[config.mk]
export PLATFORM = sky130hd
export DESIGN_NAME = spi_rate_status
export DESIGN_NICKNAME = d
export VERILOG_FILES = /design/src/verilog/spi_rate_pkg.sv /design/src/verilog/spi_rate_status.sv
export SDC_FILE = /design/constraint.sdc
export NUM_CORES = 1
export LEC_CHECK = 0
export BUFFER_PORTS_ARGS = -buffer_cell sky130_fd_sc_hd__buf_4
export CORE_MARGIN = 2
export CORE_UTILIZATION = 52
export CTS_BUF_LIST = sky130_fd_sc_hd__clkbuf_16
export CTS_CLUSTER_DIAMETER = 120
export CTS_CLUSTER_SIZE = 12
export DETAILED_ROUTE_END_ITERATION = 8
export PLACE_DENSITY_LB_ADDON = 0.12
export SLEW_MARGIN = 15
export SYNTH_ARGS = -nofsm -noshare
export SYNTH_HDL_FRONTEND = slang
export SYNTH_SLANG_ARGS = --single-unit
[constraint.sdc]
create_clock -name core_clk_i -period 4.7 [get_ports core_clk_i]
set_input_delay 0.235 -clock core_clk_i [delete_from_list [all_inputs] [get_ports core_clk_i]]
set_output_delay 0.235 -clock core_clk_i [all_outputs]
set_load 0.01 [all_outputs]
[src/verilog/spi_rate_pkg.sv]
// constants, register map and carrier types of the spi rate/status block
package spi_rate_pkg;

  // register byte offsets
  localparam logic [7:0] OFS_CTRL_ONE = 8'h00;
  localparam logic [7:0] OFS_CTRL_TWO = 8'h04;
  localparam logic [7:0] OFS_BIT_RATE = 8'h08;
  localparam logic [7:0] OFS_STATUS   = 8'h0C;
  localparam logic [7:0] OFS_DATA     = 8'h10;

  // status field positions
  localparam int unsigned STAT_RXF_BIT = 7;
  localparam int unsigned STAT_TXE_BIT = 5;
  localparam int unsigned STAT_FLT_BIT = 4;

  // bit_rate_select field positions and widths
  localparam int unsigned PRE_LSB  = 4;
  localparam int unsigned DIV_LSB  = 0;
  localparam int unsigned CODE_W   = 3;

  // control two field position
  localparam int unsigned FLT_EN_BIT = 4;

  // writable masks and reset values
  localparam logic [7:0] RATE_MASK  = 8'h77;
  localparam logic [7:0] CTRL2_MASK = 8'h1B;
  localparam logic [7:0] CTRL1_RST  = 8'h04;
  localparam logic [7:0] CTRL2_RST  = 8'h00;
  localparam logic [7:0] RATE_RST   = 8'h00;
  localparam logic [7:0] BYTE_ZERO  = 8'h00;

  // one byte takes sixteen clock edges
  localparam logic [3:0] LAST_EDGE  = 4'hF;
  localparam logic [3:0] EDGE_ZERO  = 4'h0;
  localparam logic [2:0] PRE_ZERO   = 3'h0;
  localparam logic [7:0] DIV_ZERO   = 8'h00;
  localparam logic [8:0] DIV_ONE    = 9'h001;

  typedef struct packed {
    logic rx_fault_irq_enable;
    logic interface_enable;
    logic transmit_irq_enable;
    logic master_select;
    logic clk_polarity;
    logic clk_phase;
    logic select_output_enable;
    logic lsb_first;
  } control_register_one_t;

  typedef struct packed {
    logic       wr;
    logic [7:0] ofs;
  } bus_req_t;

  typedef enum logic {XFER_IDLE, XFER_SHIFT} xfer_state_t;

endpackage

[src/verilog/spi_rate_status.sv]
// spi master bit-rate generator, shifter, buffers and status flags
//
// The AHB-Lite register port and the placing of the registers were left to the implementer.
`timescale 1ns/1ps

// Function
// - prescaler divides bus clock by code plus one, codes 0..7
// - divider divides prescaler output by 2 to 256, giving master bit clock
// - prescaler fed by bus clock, feeding divider in series
// - bit_rate_select may be read or written at any time
// - unused status bits read zero; status writes do nothing
// - receive_full_flag set when a transfer completes
// - receive_full_flag clears by status read while set, then data read
// - transmit_empty_flag high when transmit buffer has room
// - transmit_empty_flag clears by status read while set, then data write
// - data write ignored unless preceded by status read seeing empty flag
// - transmit interrupt while empty flag and transmit enable are set
// - empty flag set when a byte moves from buffer to shifter
// - idle interface loads written byte, empty flag set within two cycles
// - at shift end a queued byte loads automatically, setting empty flag
// - at shift end with nothing queued, flag stays set, nothing loads
// - mode_fault_flag set when master sees slave-select input low
// - fault detection only with master, fault enable on, select output off
// - mode_fault_flag clears by status read while set, then ctrl one write
// - receive/fault interrupt while enabled and receive or fault flag set
// - disabling aborts transfer, clears receive flag, sets empty flag
// - overrun keeps old byte, drops new one, no indication
module spi_rate_status
  import spi_rate_pkg::*;
(
  // clock and reset
  input  wire logic        core_clk_i,
  input  wire logic        arst_n_i,
  // ahb-lite slave
  input  wire logic        hsel_i,
  input  wire logic [31:0] haddr_i,
  input  wire logic [1:0]  htrans_i,
  input  wire logic        hwrite_i,
  input  wire logic [2:0]  hsize_i,
  input  wire logic        hready_i,
  input  wire logic [31:0] hwdata_i,
  output logic      [31:0] hrdata_o,
  output logic             hreadyout_o,
  output logic             hresp_o,
  // serial link
  output logic             sck_o,
  output logic             mosi_o,
  input  wire logic        miso_i,
  input  wire logic        ss_n_i,
  output logic             ss_n_o,
  output logic             ss_oe_o,
  // interrupt requests
  output logic             tx_irq_o,
  output logic             rx_fault_irq_o
);

  control_register_one_t ctrl1_ff;
  logic [7:0]            ctrl2_ff;
  logic [7:0]            rate_ff;
  bus_req_t              req_ff;
  logic                  req_vld_ff;
  logic [31:0]           hrdata_ff;
  xfer_state_t           state_ff;
  logic [2:0]            pre_cnt_ff;
  logic [7:0]            div_cnt_ff;
  logic [3:0]            edge_cnt_ff;
  logic                  sck_ff;
  logic                  sample_ff;
  logic [7:0]            shift_ff;
  logic [7:0]            txbuf_ff;
  logic [7:0]            rxbuf_ff;
  logic                  txe_ff;
  logic                  rxf_ff;
  logic                  flt_ff;
  logic                  tx_armed_ff;
  logic                  rx_armed_ff;
  logic                  flt_armed_ff;

  logic                  acc;
  logic                  rd_stat;
  logic                  rd_data;
  logic                  wr_data;
  logic                  wr_ctrl1;
  logic [7:0]            status_val;
  logic [7:0]            rd_val;
  logic [2:0]            prescale_code;
  logic [2:0]            divider_code;
  logic [7:0]            half_lim;
  logic                  pre_tick;
  logic                  half_tick;
  logic                  shifting;
  logic                  done;
  logic                  load;
  logic                  tx_accept;
  logic                  rx_clr;
  logic                  flt_detect;
  logic [7:0]            rx_byte;
  logic                  enabled;

  // ---------------- bus slave ----------------
  assign hreadyout_o = 1'b1;
  assign hresp_o     = 1'b0;
  assign hrdata_o    = hrdata_ff;

  assign acc      = hsel_i && hready_i && htrans_i[1];
  assign rd_stat  = acc && !hwrite_i && (haddr_i[7:0] == OFS_STATUS);
  assign rd_data  = acc && !hwrite_i && (haddr_i[7:0] == OFS_DATA);
  // writes act in the data phase, once hwdata is on the bus
  assign wr_data  = req_vld_ff && req_ff.wr && (req_ff.ofs == OFS_DATA);
  assign wr_ctrl1 = req_vld_ff && req_ff.wr && (req_ff.ofs == OFS_CTRL_ONE);

  always_ff @(posedge core_clk_i or negedge arst_n_i) begin
    if (!arst_n_i) begin
      req_vld_ff <= 1'b0;
      req_ff     <= '0;
    end else begin
      req_vld_ff <= acc && hwrite_i;
      req_ff     <= '{wr: hwrite_i, ofs: haddr_i[7:0]};
    end
  end

  always_comb begin
    status_val               = BYTE_ZERO;
    status_val[STAT_RXF_BIT] = rxf_ff;
    status_val[STAT_TXE_BIT] = txe_ff;
    status_val[STAT_FLT_BIT] = flt_ff;
  end

  always_comb begin
    unique case (haddr_i[7:0])
      OFS_CTRL_ONE: rd_val = ctrl1_ff;
      OFS_CTRL_TWO: rd_val = ctrl2_ff;
      OFS_BIT_RATE: rd_val = rate_ff;
      OFS_STATUS:   rd_val = status_val;
      OFS_DATA:     rd_val = rxbuf_ff;
      default:      rd_val = BYTE_ZERO;
    endcase
  end

  // read data is captured at the address phase so it comes from a flop
  always_ff @(posedge core_clk_i or negedge arst_n_i) begin
    if (!arst_n_i) begin
      hrdata_ff <= 32'h0000_0000;
    end else if (acc && !hwrite_i) begin
      hrdata_ff <= {24'h00_0000, rd_val};
    end
  end

  // status register has no write path at all
  always_ff @(posedge core_clk_i or negedge arst_n_i) begin
    if (!arst_n_i) begin
      ctrl1_ff <= control_register_one_t'(CTRL1_RST);
    end else if (wr_ctrl1) begin
      ctrl1_ff <= control_register_one_t'(hwdata_i[7:0]);
    end
  end

  always_ff @(posedge core_clk_i or negedge arst_n_i) begin
    if (!arst_n_i) begin
      ctrl2_ff <= CTRL2_RST;
    end else if (req_vld_ff && (req_ff.ofs == OFS_CTRL_TWO)) begin
      ctrl2_ff <= hwdata_i[7:0] & CTRL2_MASK;
    end
  end

  // no busy interlock: a new rate is taken even in mid-transfer
  always_ff @(posedge core_clk_i or negedge arst_n_i) begin
    if (!arst_n_i) begin
      rate_ff <= RATE_RST;
    end else if (req_vld_ff && (req_ff.ofs == OFS_BIT_RATE)) begin
      rate_ff <= hwdata_i[7:0] & RATE_MASK;
    end
  end

  // ---------------- bit-rate generation ----------------
  assign enabled       = ctrl1_ff.interface_enable;
  assign prescale_code = rate_ff[PRE_LSB +: CODE_W];
  assign divider_code  = rate_ff[DIV_LSB +: CODE_W];
  assign shifting      = (state_ff == XFER_SHIFT);

  // >= compares keep a shrunk code from stranding a counter
  assign pre_tick  = (pre_cnt_ff >= prescale_code);
  assign half_lim  = 8'((DIV_ONE << divider_code) - DIV_ONE);
  assign half_tick = pre_tick && (div_cnt_ff >= half_lim);

  always_ff @(posedge core_clk_i or negedge arst_n_i) begin
    if (!arst_n_i) begin
      pre_cnt_ff <= PRE_ZERO;
    end else if (!shifting || pre_tick) begin
      pre_cnt_ff <= PRE_ZERO;
    end else begin
      pre_cnt_ff <= pre_cnt_ff + 3'h1;
    end
  end

  // divider advances only on prescaler output
  always_ff @(posedge core_clk_i or negedge arst_n_i) begin
    if (!arst_n_i) begin
      div_cnt_ff <= DIV_ZERO;
    end else if (!shifting || half_tick) begin
      div_cnt_ff <= DIV_ZERO;
    end else if (pre_tick) begin
      div_cnt_ff <= div_cnt_ff + 8'h01;
    end
  end

  // ---------------- shifter ----------------
  assign done    = shifting && half_tick && (edge_cnt_ff == LAST_EDGE);
  assign rx_byte = {shift_ff[6:0], sample_ff};
  assign load    = enabled && ctrl1_ff.master_select && !txe_ff
                   && (!shifting || done);

  always_ff @(posedge core_clk_i or negedge arst_n_i) begin
    if (!arst_n_i) begin
      state_ff <= XFER_IDLE;
    end else if (!enabled) begin
      state_ff <= XFER_IDLE;
    end else if (load) begin
      state_ff <= XFER_SHIFT;
    end else if (done) begin
      state_ff <= XFER_IDLE;
    end
  end

  always_ff @(posedge core_clk_i or negedge arst_n_i) begin
    if (!arst_n_i) begin
      edge_cnt_ff <= EDGE_ZERO;
    end else if (!shifting || !enabled) begin
      edge_cnt_ff <= EDGE_ZERO;
    end else if (half_tick) begin
      edge_cnt_ff <= edge_cnt_ff + 4'h1;
    end
  end

  // an abort drops the clock straight back to its idle level
  always_ff @(posedge core_clk_i or negedge arst_n_i) begin
    if (!arst_n_i) begin
      sck_ff <= 1'b0;
    end else if (!shifting || !enabled) begin
      sck_ff <= 1'b0;
    end else if (half_tick) begin
      sck_ff <= !sck_ff;
    end
  end

  // sample on leading edge, shift on trailing edge
  always_ff @(posedge core_clk_i or negedge arst_n_i) begin
    if (!arst_n_i) begin
      sample_ff <= 1'b0;
    end else if (shifting && half_tick && !sck_ff) begin
      sample_ff <= miso_i;
    end
  end

  always_ff @(posedge core_clk_i or negedge arst_n_i) begin
    if (!arst_n_i) begin
      shift_ff <= BYTE_ZERO;
    end else if (load) begin
      shift_ff <= txbuf_ff;
    end else if (shifting && half_tick && sck_ff) begin
      shift_ff <= rx_byte;
    end
  end

  assign sck_o   = sck_ff ^ ctrl1_ff.clk_polarity;
  assign mosi_o  = shift_ff[7];
  assign ss_oe_o = enabled && ctrl1_ff.master_select
                   && ctrl2_ff[FLT_EN_BIT] && ctrl1_ff.select_output_enable;
  assign ss_n_o  = !shifting;

  // ---------------- transmit side ----------------
  assign tx_accept = wr_data && tx_armed_ff && txe_ff;

  always_ff @(posedge core_clk_i or negedge arst_n_i) begin
    if (!arst_n_i) begin
      tx_armed_ff <= 1'b0;
    end else if (rd_stat && txe_ff) begin
      tx_armed_ff <= 1'b1;
    end else if (wr_data) begin
      tx_armed_ff <= 1'b0;
    end
  end

  always_ff @(posedge core_clk_i or negedge arst_n_i) begin
    if (!arst_n_i) begin
      txbuf_ff <= BYTE_ZERO;
    end else if (tx_accept) begin
      txbuf_ff <= hwdata_i[7:0];
    end
  end

  always_ff @(posedge core_clk_i or negedge arst_n_i) begin
    if (!arst_n_i) begin
      txe_ff <= 1'b1;
    end else if (!enabled) begin
      txe_ff <= 1'b1;
    end else if (load) begin
      txe_ff <= 1'b1;
    end else if (tx_accept) begin
      txe_ff <= 1'b0;
    end
  end

  // ---------------- receive side ----------------
  assign rx_clr = rd_data && rx_armed_ff;

  always_ff @(posedge core_clk_i or negedge arst_n_i) begin
    if (!arst_n_i) begin
      rx_armed_ff <= 1'b0;
    end else if (rd_stat && rxf_ff) begin
      rx_armed_ff <= 1'b1;
    end else if (rd_data || !enabled) begin
      rx_armed_ff <= 1'b0;
    end
  end

  // a completion in the clearing cycle wins and its byte is kept
  always_ff @(posedge core_clk_i or negedge arst_n_i) begin
    if (!arst_n_i) begin
      rxf_ff <= 1'b0;
    end else if (!enabled) begin
      rxf_ff <= 1'b0;
    end else if (done && (!rxf_ff || rx_clr)) begin
      rxf_ff <= 1'b1;
    end else if (rx_clr) begin
      rxf_ff <= 1'b0;
    end
  end

  // overrun leaves the unread byte in place, with no error flag
  always_ff @(posedge core_clk_i or negedge arst_n_i) begin
    if (!arst_n_i) begin
      rxbuf_ff <= BYTE_ZERO;
    end else if (enabled && done && (!rxf_ff || rx_clr)) begin
      rxbuf_ff <= rx_byte;
    end
  end

  // ---------------- mode fault ----------------
  assign flt_detect = enabled && ctrl1_ff.master_select
                      && ctrl2_ff[FLT_EN_BIT]
                      && !ctrl1_ff.select_output_enable
                      && !ss_n_i;

  always_ff @(posedge core_clk_i or negedge arst_n_i) begin
    if (!arst_n_i) begin
      flt_armed_ff <= 1'b0;
    end else if (rd_stat && flt_ff) begin
      flt_armed_ff <= 1'b1;
    end else if (wr_ctrl1) begin
      flt_armed_ff <= 1'b0;
    end
  end

  always_ff @(posedge core_clk_i or negedge arst_n_i) begin
    if (!arst_n_i) begin
      flt_ff <= 1'b0;
    end else if (flt_detect) begin
      flt_ff <= 1'b1;
    end else if (wr_ctrl1 && flt_armed_ff) begin
      flt_ff <= 1'b0;
    end
  end

  // ---------------- interrupt requests ----------------
  assign tx_irq_o       = txe_ff && ctrl1_ff.transmit_irq_enable;
  assign rx_fault_irq_o = (rxf_ff || flt_ff)
                          && ctrl1_ff.rx_fault_irq_enable;

endmodule

Yosys cells after proc, flatten, opt, wreduce, memory -nomap -nowiden
Cells that the tools add are included.

Add/subtract/negate cells: 4. $lt $le $gt $ge: 2. Equal/unequal tests: 11. Shift-type cells: 1. Multiplexer cells: 27. Bitwise gates (word level): 1. Reductions and logical operators: 59.

Operators by type and width (number): one-hot mux 8 bit (5 select lines) (1); logical AND 1 bit (35); two-way mux 8 bit (4); == test 8 x 4 -> 1 bit (second input constant) (3); two-way mux 1 bit (19); == test 8 x 3 -> 1 bit (second input constant) (2); == test 8 x 5 -> 1 bit (second input constant) (2); zero test 8 bit (2); nonzero test 2 bit (7); != test 3 x 1 -> 1 bit (second input constant) (3); adder 8 x 1 -> 8 bit (second input constant) (1); greater-or-equal comparator 8 bit (1); zero test 1 bit (8); two-way mux 4 bit (2); << shifter 1 x 3 -> 8 bit (first input constant) (1); subtractor 8 x 1 -> 8 bit (second input constant) (1); logical OR 1 bit (7); adder 4 x 1 -> 4 bit (second input constant) (1); == test 4 bit (second input constant) (1); adder 3 x 1 -> 3 bit (second input constant) (1); greater-or-equal comparator 3 bit (1); two-way mux 3 bit (1); XOR 1 bit (1).

Flip-flop bits (word level): 84. Input port bits: 76. Output and inout bits: 40.

Logic depth before layout (Yosys ltp)
Gate-level depths: netlist of run 1.

Depth after elaboration: 10. Gate-level depth with buffers: 15. Gate-level depth less buffers: 13.

Worst setup path before layout of run 1
OpenSTA, ideal clock, no wires.

Path type: register to register. Start point: reg rate_ff[0]. End point: reg rxbuf_ff[0]. Data arrival time: 3.356 ns. Required time: 4.575 ns. Setup slack: 1.220 ns. Cell stages (with the launch flop): 14. Path buffers: 2. Period minus slack after synthesis: 3.480 ns. Path through: dfrtp_1 -> clkbuf_1 -> or3_1 -> ha_1 -> clkbuf_1 -> xor2_1 -> nor2_1 -> a21oi_1 -> ha_1 -> nand4_1 -> o31ai_1 -> nand2_2 -> nor4_4 -> mux2_2.

Word-level cells in the longest chain between the ends: 8.

RTL lines: start, declared (RTL line spi_rate_status.sv:59) `logic [7:0] rate_ff;`; start signal, assigned (RTL line spi_rate_status.sv:171) `rate_ff <= hwdata_i[7:0] & RATE_MASK;`; << shifter 1 x 3 -> 8 bit (RTL line spi_rate_status.sv:183) `assign half_lim = 8'((DIV_ONE << divider_code) - DIV_ONE);`; subtractor 8 x 1 -> 8 bit (RTL line spi_rate_status.sv:183); greater-or-equal comparator 8 bit (RTL line spi_rate_status.sv:184) `assign half_tick = pre_tick && (div_cnt_ff >= half_lim);`; logical AND 1 bit (RTL line spi_rate_status.sv:184); logical AND 1 bit (2 in a row) (RTL line spi_rate_status.sv:208) `assign done = shifting && half_tick && (edge_cnt_ff == LAST_EDGE);`; logical AND 1 bit (2 in a row) (RTL line spi_rate_status.sv:334) `end else if (enabled && done && (!rxf_ff || rx_clr)) begin`; end signal, assigned (RTL line spi_rate_status.sv:335) `rxbuf_ff <= rx_byte;`; end, declared (RTL line spi_rate_status.sv:71) `logic [7:0] rxbuf_ff;`.

Every way passes these cells. A chain may end at the register's enable or synchronous reset.

Worst setup path in the final report of run 1
Start point: reg rate_ff[1]. End point: reg rxbuf_ff[1].

Same word-level chain as after synthesis.

==> results of run 1 <==
==> sequential cells by signal, indices dropped and copies added, names as in the netlist, 3 cells and up <==
register / flops
pre_cnt_ff: 3
div_cnt_ff: 8
ctrl2_ff: 4
rate_ff: 6
edge_cnt_ff: 4
req_ff: 9
txbuf_ff: 8
shift_ff: 8
ctrl1_ff: 7
hrdata_o: 8
rxbuf_ff: 8
==> power groups by stage <==
stage / registers [mW] / clock network (mW) / logic, mW
after floorplan: 0.752 / 0 / 0.0374
after global placement: 0.752 / 0 / 0.0608
after detailed placement: 0.753 / 0 / 0.0615
after CTS: 0.740 / 0.697 / 0.0616
after global routing: 0.741 / 0.729 / 0.0687
final: 0.740 / 0.684 / 0.0604
==> worst max path at each step <==
stage | startpoint | end | slack [ps] | cells after the start
2_1_floorplan | rate_ff[0] | rxbuf_ff[0] | 1220 | 13
3_3_place_gp | rate_ff[1] | rxbuf_ff[1] | 950 | 11
3_5_place_dp | rate_ff[1] | rxbuf_ff[1] | 910 | 11
4_1_cts | rate_ff[1] | rxbuf_ff[1] | 860 | 11
5_1_grt | rate_ff[1] | rxbuf_ff[2] | 650 | 11
6_report | rate_ff[1] | rxbuf_ff[1] | 850 | 11
==> cell type report <==
| type | count | area [um^2] |
|---|---|---|
| fill | 651 | 3030 |
| tap | 102 | 128 |
| multi-input combinational | 259 | 1810 |
| timing repair buffer | 37 | 278 |
| clock buffer | 9 | 225 |
| inverter | 12 | 45.0 |
| clock inverter | 7 | 70.1 |
| sequential | 84 | 2100 |
==> metrics by stage <==
step	power, mW	util	setup slack, ps	instance area [um^2]	hold slack (ps)
2_1_floorplan	0.789	-	1220	4200	-60.6
3_3_place_gp	0.813	0.568	948	4370	356
3_5_place_dp	0.814	0.568	910	4370	356
4_1_cts	1.50	0.606	856	4660	9.18
5_1_grt	1.54	0.606	650	4660	10.9
6_report	1.48	0.606	855	4660	16.2
==> synthesized netlist by cell type, types with 2 or more instances <==
master,instances,area [um^2]
sky130_fd_sc_hd__dfrtp_1,82,2050
sky130_fd_sc_hd__mux2_2,46,518
sky130_fd_sc_hd__nand2_1,34,128
sky130_fd_sc_hd__nor2_1,28,105
sky130_fd_sc_hd__buf_4,26,195
sky130_fd_sc_hd__o21ai_0,16,80.1
sky130_fd_sc_hd__ha_1,15,188
sky130_fd_sc_hd__inv_1,12,45.0
sky130_fd_sc_hd__xor2_1,10,87.6
sky130_fd_sc_hd__nand3_1,9,45.0
sky130_fd_sc_hd__a21oi_1,8,40.0
sky130_fd_sc_hd__a222oi_1,7,70.1
sky130_fd_sc_hd__clkbuf_1,6,22.5
sky130_fd_sc_hd__xnor2_1,5,43.8
sky130_fd_sc_hd__and2_1,4,25.0
sky130_fd_sc_hd__and3_1,4,25.0
sky130_fd_sc_hd__nand4_1,4,25.0
sky130_fd_sc_hd__nor3_1,4,20.0
sky130_fd_sc_hd__o21a_1,4,30.0
sky130_fd_sc_hd__or3_1,4,25.0
sky130_fd_sc_hd__and3b_1,3,26.3
sky130_fd_sc_hd__buf_2,3,15.0
sky130_fd_sc_hd__o31ai_1,3,22.5
sky130_fd_sc_hd__a21boi_0,2,15.0
sky130_fd_sc_hd__a21o_1,2,15.0
sky130_fd_sc_hd__a31oi_1,2,12.5
sky130_fd_sc_hd__conb_1,2,7.51
sky130_fd_sc_hd__dfstp_2,2,52.6
sky130_fd_sc_hd__nand2b_1,2,12.5
==> per-layer routing <==
metal,wire length [um],vias up,track usage,part of all wire
li1,-,1312,-,-
met4,112,0,0.0809,0.014
met3,455,8,0.0382,0.059
met2,3580,82,0.301,0.46
met5,0,-,0,0
met1,3600,1302,0.282,0.46
==> cells by family after synthesis <==
family,count (synthesis),share of synthesized area
simple gates,104,0.126
compound gates,51,0.0845
xor+xnor,15,0.0320
flops,84,0.513
mux,47,0.129
fa+ha+maj,15,0.0457
other cells,2,0.00183
buf+inv,48,0.0686
==> impl_summary.txt, run 1 <==
----------------------------------------------------
[Detailed routing]
  Number of detailed-route iterations in the first pass ... 7
  Overall via count from detail_route ... about 2700
  Total routed wirelength ... about 7700 um
  Average detailed-routed wire length per instance ... 15.2 um
  Post-detailed-route count of antenna-violating nets ... 0
  DRT iter0 DRCs ... 168
  Drc violations ... 0
  Via/cell ratio ... 5.30

[Clock network]
  Buffer type at the clock tree root ... sky130_fd_sc_hd__clkbuf_16
  Number of instances resized during post-cts repair ... 0
  Maximum number of buffers from clock root to sink ... 2
  Cts bufs inserted ... 9
  Hold buffer count at cts ... 0
  Number of clock sinks ... 84
  H-Tree Level Count ... 3
  Post CTS Setup Buffer Count ... 0
  Clock transition at the registers of the reported paths ... approximately 60 ps
  Clock tree from TritonCTS ... done
  Later-pin clock latency in the skew report ... roughly 330 ps

[Global route]
  Number of antenna violations at the first check in global routing ... 0
  Combined global-route utilization of all metal layers ... 0.198
  Overall overflow remaining after global route ... 0
  Maximum number of pins on one net before global-route repair ... 85
  First-pass GRT wire length ... 13000 um
  Vias in the first global route ... 2608

[Timing]
  Time the final worst path needs with I/O delays and setup ... slightly below 4000 ps
  Headroom to the max-slew limit ... 0.301
  Number of endpoints with negative hold slack in the final report ... 0
  Transition time at the pin with the least slew margin ... 1050 ps
  Max Slew Vio Count ... 0
  Setup repair after global routing missed its margin ... false
  Setup skew after layout ... 7.27 ps
  Final cycle utilization of the critical path ... 0.818
  Number of setup violations in the final report ... 0
  Total negative slack for setup checks ... 0 ps
  Peak clock frequency supported by timing ... 0.260 GHz

[Placement]
  Placer congestion estimate ... 0.780
  Placed cells ... ~490
  IO buf count ... 37
  Placed wire-length estimate after detailed placement ... 5680 um

[Worst setup path]
  Worst setup path category ... reg2reg
  CP delay by family, top ... simple AND/OR/NAND/NOR gates
  Max FO, Critical Path ... 8
  Cells on worst reg2reg path ... 11
  Buffer and inverter count on the worst path ... 0
  Setup slack, reg-to-reg ... 850 ps
  Crit path arrival time ... roughly 4100 ps
  Required time at the endpoint of the critical path ... 4910 ps
  Worst path max stage delay ... 610 ps
  Cells traversed along the worst timing path ... or3_1, ha_1, xor2_1, nor2_1, a21oi_1, ha_1, nand4_1, o31ai_1, nand2_2, nor4_4, mux2_2
  RR Startpoint ... rate_ff[1]
  End of the worst register-to-register path ... rxbuf_ff[1]
  Sort of element at the end of the critical path ... flip-flop
  Startpoint class of the critical path ... flip-flop
  Cell with the biggest individual delay on the critical path ... sky130_fd_sc_hd__nor4_4
  Cell type with the highest occurrence count on the critical path ... sky130_fd_sc_hd__ha_1

[Cells and area]
  Non-Filler Instances ... ~500
  Layout overhead on the synthesized area ... 13.6%
  Share of final-layout standard cells stronger than drive strength 1 ... 0.255
  Total inserted antenna cells ... 0
  Final #Nets ... 494
  Commonest non-fill, non-tap cells in the layout ... sky130_fd_sc_hd__dfrtp_1 (82), sky130_fd_sc_hd__mux2_2 (46), sky130_fd_sc_hd__buf_4 (37), sky130_fd_sc_hd__nand2_1 (34), sky130_fd_sc_hd__nor2_1 (28)
  Most common library cell in the layout ignoring fill and taps ... sky130_fd_sc_hd__dfrtp_1

[Yosys]
  Sequential element share of the synthesized area ... 0.513
  Mean instance size in the synthesized netlist ... 11.2 um^2
  Asr flop ratio synth ... 1.00
  Mapped Area ... 0.00410 mm^2
  Most used flip-flop cell after synthesis ... sky130_fd_sc_hd__dfrtp_1
  Number of synthesized flops with an enable pin ... 0
  Syn. warnings ... 0
  Number of instances in the synthesized netlist ... 366
  Count of different cell masters after synthesis ... 46
  FF+latch count, synth ... 84

[Power and ir drop]
  Switching component of the power ... between 0.3 and 0.4 mW
  Worst IR drop on VDD ... 0.176 mV
  Sequential group share of total power ... 0.499
  Power density of the placed cells ... 318 mW/mm^2
  Clock Power Share ... 0.461
  Static power due to leakage ... 2.27 nW
  Fraction of power spent switching nets ... 0.215
  Internal cell power ... 1.16 mW
  Part of the power in combinational logic ... 0.041

[Die]
  Area enclosed by the die boundary ... ~0.0086 mm^2
  Floorplan row count ... 32
  I/O pin cnt ... 116
  Core footprint ... between 0.007 and 0.008 mm^2
  DIE HEIGHT ... 92.8 um
  Chip width ... 92.8 um
  Starting utilization of the core area ... 0.534

[Run status]
  Status ... finished clean

[Min path]
  Worst Hold Launch ... haddr_i[7]
  Hold Path Class ... in2reg
  Worst Hold Path EP ... req_ff[7]
  Worst hold stages ... 1

[Flow run]
  Max-capacitance violation count ... 0

----------------------------------------------------
Note: power is estimated with default switching activity, not from simulation.
==> inputs of run 2 (changes only) <==
==> constraint.sdc (replaced) <==
create_clock -name core_clk_i -period 3.55 [get_ports core_clk_i]
set_input_delay 0.1775 -clock core_clk_i [delete_from_list [all_inputs] [get_ports core_clk_i]]
set_output_delay 0.1775 -clock core_clk_i [all_outputs]
set_load 0.01 [all_outputs]
==> run 2 against run 1 <==
- combinational power rose by 48%
- fmax rose by 19%
- count of clock-buffer cells in the layout unchanged
- worst setup slack lost 550 ps
- cell area increased by 3.2%
- sequential share of layout area down 1.4 points
- wire length rose by 5.7%
- critical path depth rose by 2
- sequential power up 32%
- flip-flop and latch count unchanged
- highest routed layer unchanged
==> impl_summary.txt, run 2 (synthesized netlist as in run 1, its figures left out) <==
----------------------------------------------------
[Worst setup path]
  Cells traversed along the worst timing path ... or3_1, ha_2, xor2_1, nor2_1, a21oi_1, ha_1, nand4_1, o31ai_2, buf_4, nand2_2, nor4_4, buf_4, mux2_2 (was or3_1, ha_1, xor2_1, nor2_1, a21oi_1, ha_1, nand4_1, o31ai_1, nand2_2, nor4_4, mux2_2)
  CP delay by family, top ... simple AND/OR/NAND/NOR gates (unchanged)
  Worst path max stage delay ... 420 ps (was 610 ps)
  Required time at the endpoint of the critical path ... 3770 ps (was 4910 ps)
  RR Startpoint ... rate_ff[1] (unchanged)
  Cells on worst reg2reg path ... 13 (was 11)
  Crit path arrival time ... 3460 ps (was 4060 ps)
  Setup slack, reg-to-reg ... 310 ps (was 850 ps)
  Max FO, Critical Path ... 8 (unchanged)
  Startpoint class of the critical path ... flip-flop (unchanged)
  Sort of element at the end of the critical path ... flip-flop (unchanged)
  Worst setup path category ... reg2reg (unchanged)
  Buffer and inverter count on the worst path ... 2 (was 0)
  End of the worst register-to-register path ... rxbuf_ff[6] (was rxbuf_ff[1])
  Cell with the biggest individual delay on the critical path ... sky130_fd_sc_hd__or3_1 (was sky130_fd_sc_hd__nor4_4)
  Cell type with the highest occurrence count on the critical path ... sky130_fd_sc_hd__buf_4 (was sky130_fd_sc_hd__ha_1)

[Global route]
  Number of antenna violations at the first check in global routing ... 0 (unchanged)
  Vias in the first global route ... 2781 (was 2608)
  Combined global-route utilization of all metal layers ... 0.209 (was 0.198)
  Overall overflow remaining after global route ... 0 (unchanged)
  First-pass GRT wire length ... 13700 um (was 13000 um)
  Maximum number of pins on one net before global-route repair ... 85 (unchanged)

[Cells and area]
  Non-Filler Instances ... 527 (was 510)
  Most common library cell in the layout ignoring fill and taps ... sky130_fd_sc_hd__dfrtp_1 (unchanged)
  Layout overhead on the synthesized area ... 17.3% (was 13.6%)
  Share of final-layout standard cells stronger than drive strength 1 ... 0.275 (was 0.255)
  Fill count ... 638 (was 651)
  Util after Layout ... 0.626 (was 0.606)
  Total inserted antenna cells ... 0 (unchanged)
  Largest register FFs ... 9 (unchanged)
  Register ranked first by flip-flop count ... req_ff (unchanged)
  Commonest non-fill, non-tap cells in the layout ... sky130_fd_sc_hd__dfrtp_1 (82), sky130_fd_sc_hd__mux2_2 (46), sky130_fd_sc_hd__buf_4 (45), sky130_fd_sc_hd__nand2_1 (34), sky130_fd_sc_hd__nor2_1 (28) (was sky130_fd_sc_hd__dfrtp_1 (82), sky130_fd_sc_hd__mux2_2 (46), sky130_fd_sc_hd__buf_4 (37), sky130_fd_sc_hd__nand2_1 (34), sky130_fd_sc_hd__nor2_1 (28))
  Final #Nets ... 511 (was 494)

[Clock network]
  Clock transition at the registers of the reported paths ... 60 ps (about the same)
  Number of clock sinks ... 84 (unchanged)
  Later-pin clock latency in the skew report ... 330 ps (about the same)
  Maximum number of buffers from clock root to sink ... 2 (unchanged)
  Buffer type at the clock tree root ... sky130_fd_sc_hd__clkbuf_16 (unchanged)
  H-Tree Level Count ... 3 (unchanged)
  Cts bufs inserted ... 9 (unchanged)
  Clock tree from TritonCTS ... done (unchanged)

[Timing]
  Peak clock frequency supported by timing ... 0.308 GHz (was 0.260 GHz)
  Total negative slack for setup checks ... 0 ps (unchanged)
  Number of endpoints with negative hold slack in the final report ... 0 (unchanged)
  Setup skew after layout ... 6.44 ps (was 7.27 ps)
  Number of setup violations in the final report ... 0 (unchanged)
  Headroom to the max-slew limit ... 0.313 (was 0.301)
  Transition time at the pin with the least slew margin ... 1030 ps (was 1050 ps)
  Final cycle utilization of the critical path ... 0.914 (was 0.818)
  Setup repair after global routing missed its margin ... false (unchanged)
  Max Slew Vio Count ... 0 (unchanged)
  Time the final worst path needs with I/O delays and setup ... 3240 ps (was 3850 ps)

[Detailed routing]
  Overall via count from detail_route ... 2816 (was 2704)
  Total routed wirelength ... 8190 um (was 7750 um)
  Drc violations ... 0 (unchanged)
  Number of detailed-route iterations in the first pass ... 5 (was 7)
  Via/cell ratio ... 5.34 (was 5.30)
  Post-detailed-route count of antenna-violating nets ... 0 (unchanged)
  Average detailed-routed wire length per instance ... 15.5 um (was 15.2 um)
  DRT iter0 DRCs ... 155 (was 168)

[Power and ir drop]
  Power density of the placed cells ... 405 mW/mm^2 (was 318 mW/mm^2)
  Switching component of the power ... 0.456 mW (was 0.319 mW)
  Part of the power in combinational logic ... 0.046 (was 0.041)
  Static power due to leakage ... 2.34 nW (was 2.27 nW)
  Sequential group share of total power ... 0.502 (was 0.499)
  Worst IR drop on VDD ... 0.300 mV (was 0.176 mV)
  Clock Power Share ... 0.452 (was 0.461)
  Total power ... 1.95 mW (was 1.48 mW)
  Fraction of power spent switching nets ... 0.234 (was 0.215)
  Internal cell power ... 1.49 mW (was 1.16 mW)

[Flow run]
  Max-capacitance violation count ... 0 (unchanged)

[Die]
  DIE HEIGHT ... 92.8 um (unchanged)
  Core footprint ... 0.00769 mm^2 (unchanged)
  Area enclosed by the die boundary ... 0.00862 mm^2 (unchanged)
  Floorplan row count ... 32 (unchanged)
  Chip width ... 92.8 um (unchanged)
  Starting utilization of the core area ... 0.534 (unchanged)
  I/O pin cnt ... 116 (unchanged)

[Placement]
  IO buf count ... 37 (unchanged)
  Placer congestion estimate ... 0.791 (was 0.780)
  Placed cells ... 502 (was 494)
  Placed wire-length estimate after detailed placement ... 5790 um (was 5680 um)

[Run status]
  Status ... finished clean (unchanged)

[Min path]
  Hold Path Class ... in2async (was in2reg)

----------------------------------------------------
[run 2: changes by cell type in the layout (fill, tap and decap cells not counted), sizes merged]
| cell | change |
|---|---|
| buf | +8 |
| bufinv | -1 |
| clkinvlp | -1 |
| dlygate4sd3 | +9 |
| inv | +1 |
| clkinv | +1 |
[run 2: what timing repair did]
item | in CTS | in global routing
setup buffers | 0 | 0
hold endpoints to repair | 9 | 0
endpoints found under the setup margin | 0 | 17
hold buffers | 9 | 0
gates resized for setup | 0 | 3
[run 2: power by group through the flow]
stage,clock network [mW],logic [mW],registers [mW]
2_1_floorplan,0,0.0495,0.996
3_3_place_gp,0,0.0818,0.996
3_5_place_dp,0,0.0825,0.996
4_1_cts,0.898,0.0906,0.978
5_1_grt,0.946,0.102,0.979
6_report,0.880,0.0896,0.978
[run 2: final cells by class]
cell class	count	area (um^2)	area share
Tap cell	102	128	0.0265
Multi-Input combinational cell	259	1820	0.379
Inverter	12	45.0	0.00936
Clock inverter	7	58.8	0.0122
Clock buffer	9	225	0.0468
Sequential cell	84	2100	0.437
Timing Repair Buffer	54	428	0.0889
[run 2: worst reg2reg max path, stage by stage, from the launching register on]
cell	delay [ps]
sky130_fd_sc_hd__dfrtp_1	380
sky130_fd_sc_hd__or3_1	420
sky130_fd_sc_hd__ha_2	240
sky130_fd_sc_hd__xor2_1	150
sky130_fd_sc_hd__nor2_1	90
sky130_fd_sc_hd__a21oi_1	50
sky130_fd_sc_hd__ha_1	290
sky130_fd_sc_hd__nand4_1	160
sky130_fd_sc_hd__o31ai_2	280
sky130_fd_sc_hd__buf_4	160
sky130_fd_sc_hd__nand2_2	70
sky130_fd_sc_hd__nor4_4	280
sky130_fd_sc_hd__buf_4	200
sky130_fd_sc_hd__mux2_2	350
[run 2: routing by layer]
layer,vias up,wire (um),share of wire,GRT usage
li1,1337,-,-,-
met1,1385,3770,0.46,0.298
met2,80,3840,0.47,0.313
met3,14,417,0.051,0.0496
met4,0,157,0.019,0.0735
met5,-,0,0,0
[run 2: stage by stage]
step                hold WS (ps)  instance area (um^2)  worst slack (ps)
finish                      17.5                  4810               307
global placement             298                  4430               174
global route                27.4                  4810              42.4
floorplan                   -118                  4200              69.6
CTS                         23.8                  4800               146
detailed placement           299                  4430               189
[run 2: worst max-delay path by stage]
stage / start / end / slack [ps] / cells past startpoint
4_1_cts: rate_ff[1] / shift_ff[1] / 150 / 12
6_report: rate_ff[1] / rxbuf_ff[6] / 310 / 13
3_5_place_dp: rate_ff[1] / shift_ff[1] / 190 / 12
3_3_place_gp: rate_ff[1] / shift_ff[2] / 170 / 12
2_1_floorplan: rate_ff[0] / rxbuf_ff[0] / 70 / 13
5_1_grt: rate_ff[1] / rxbuf_ff[6] / 40 / 13
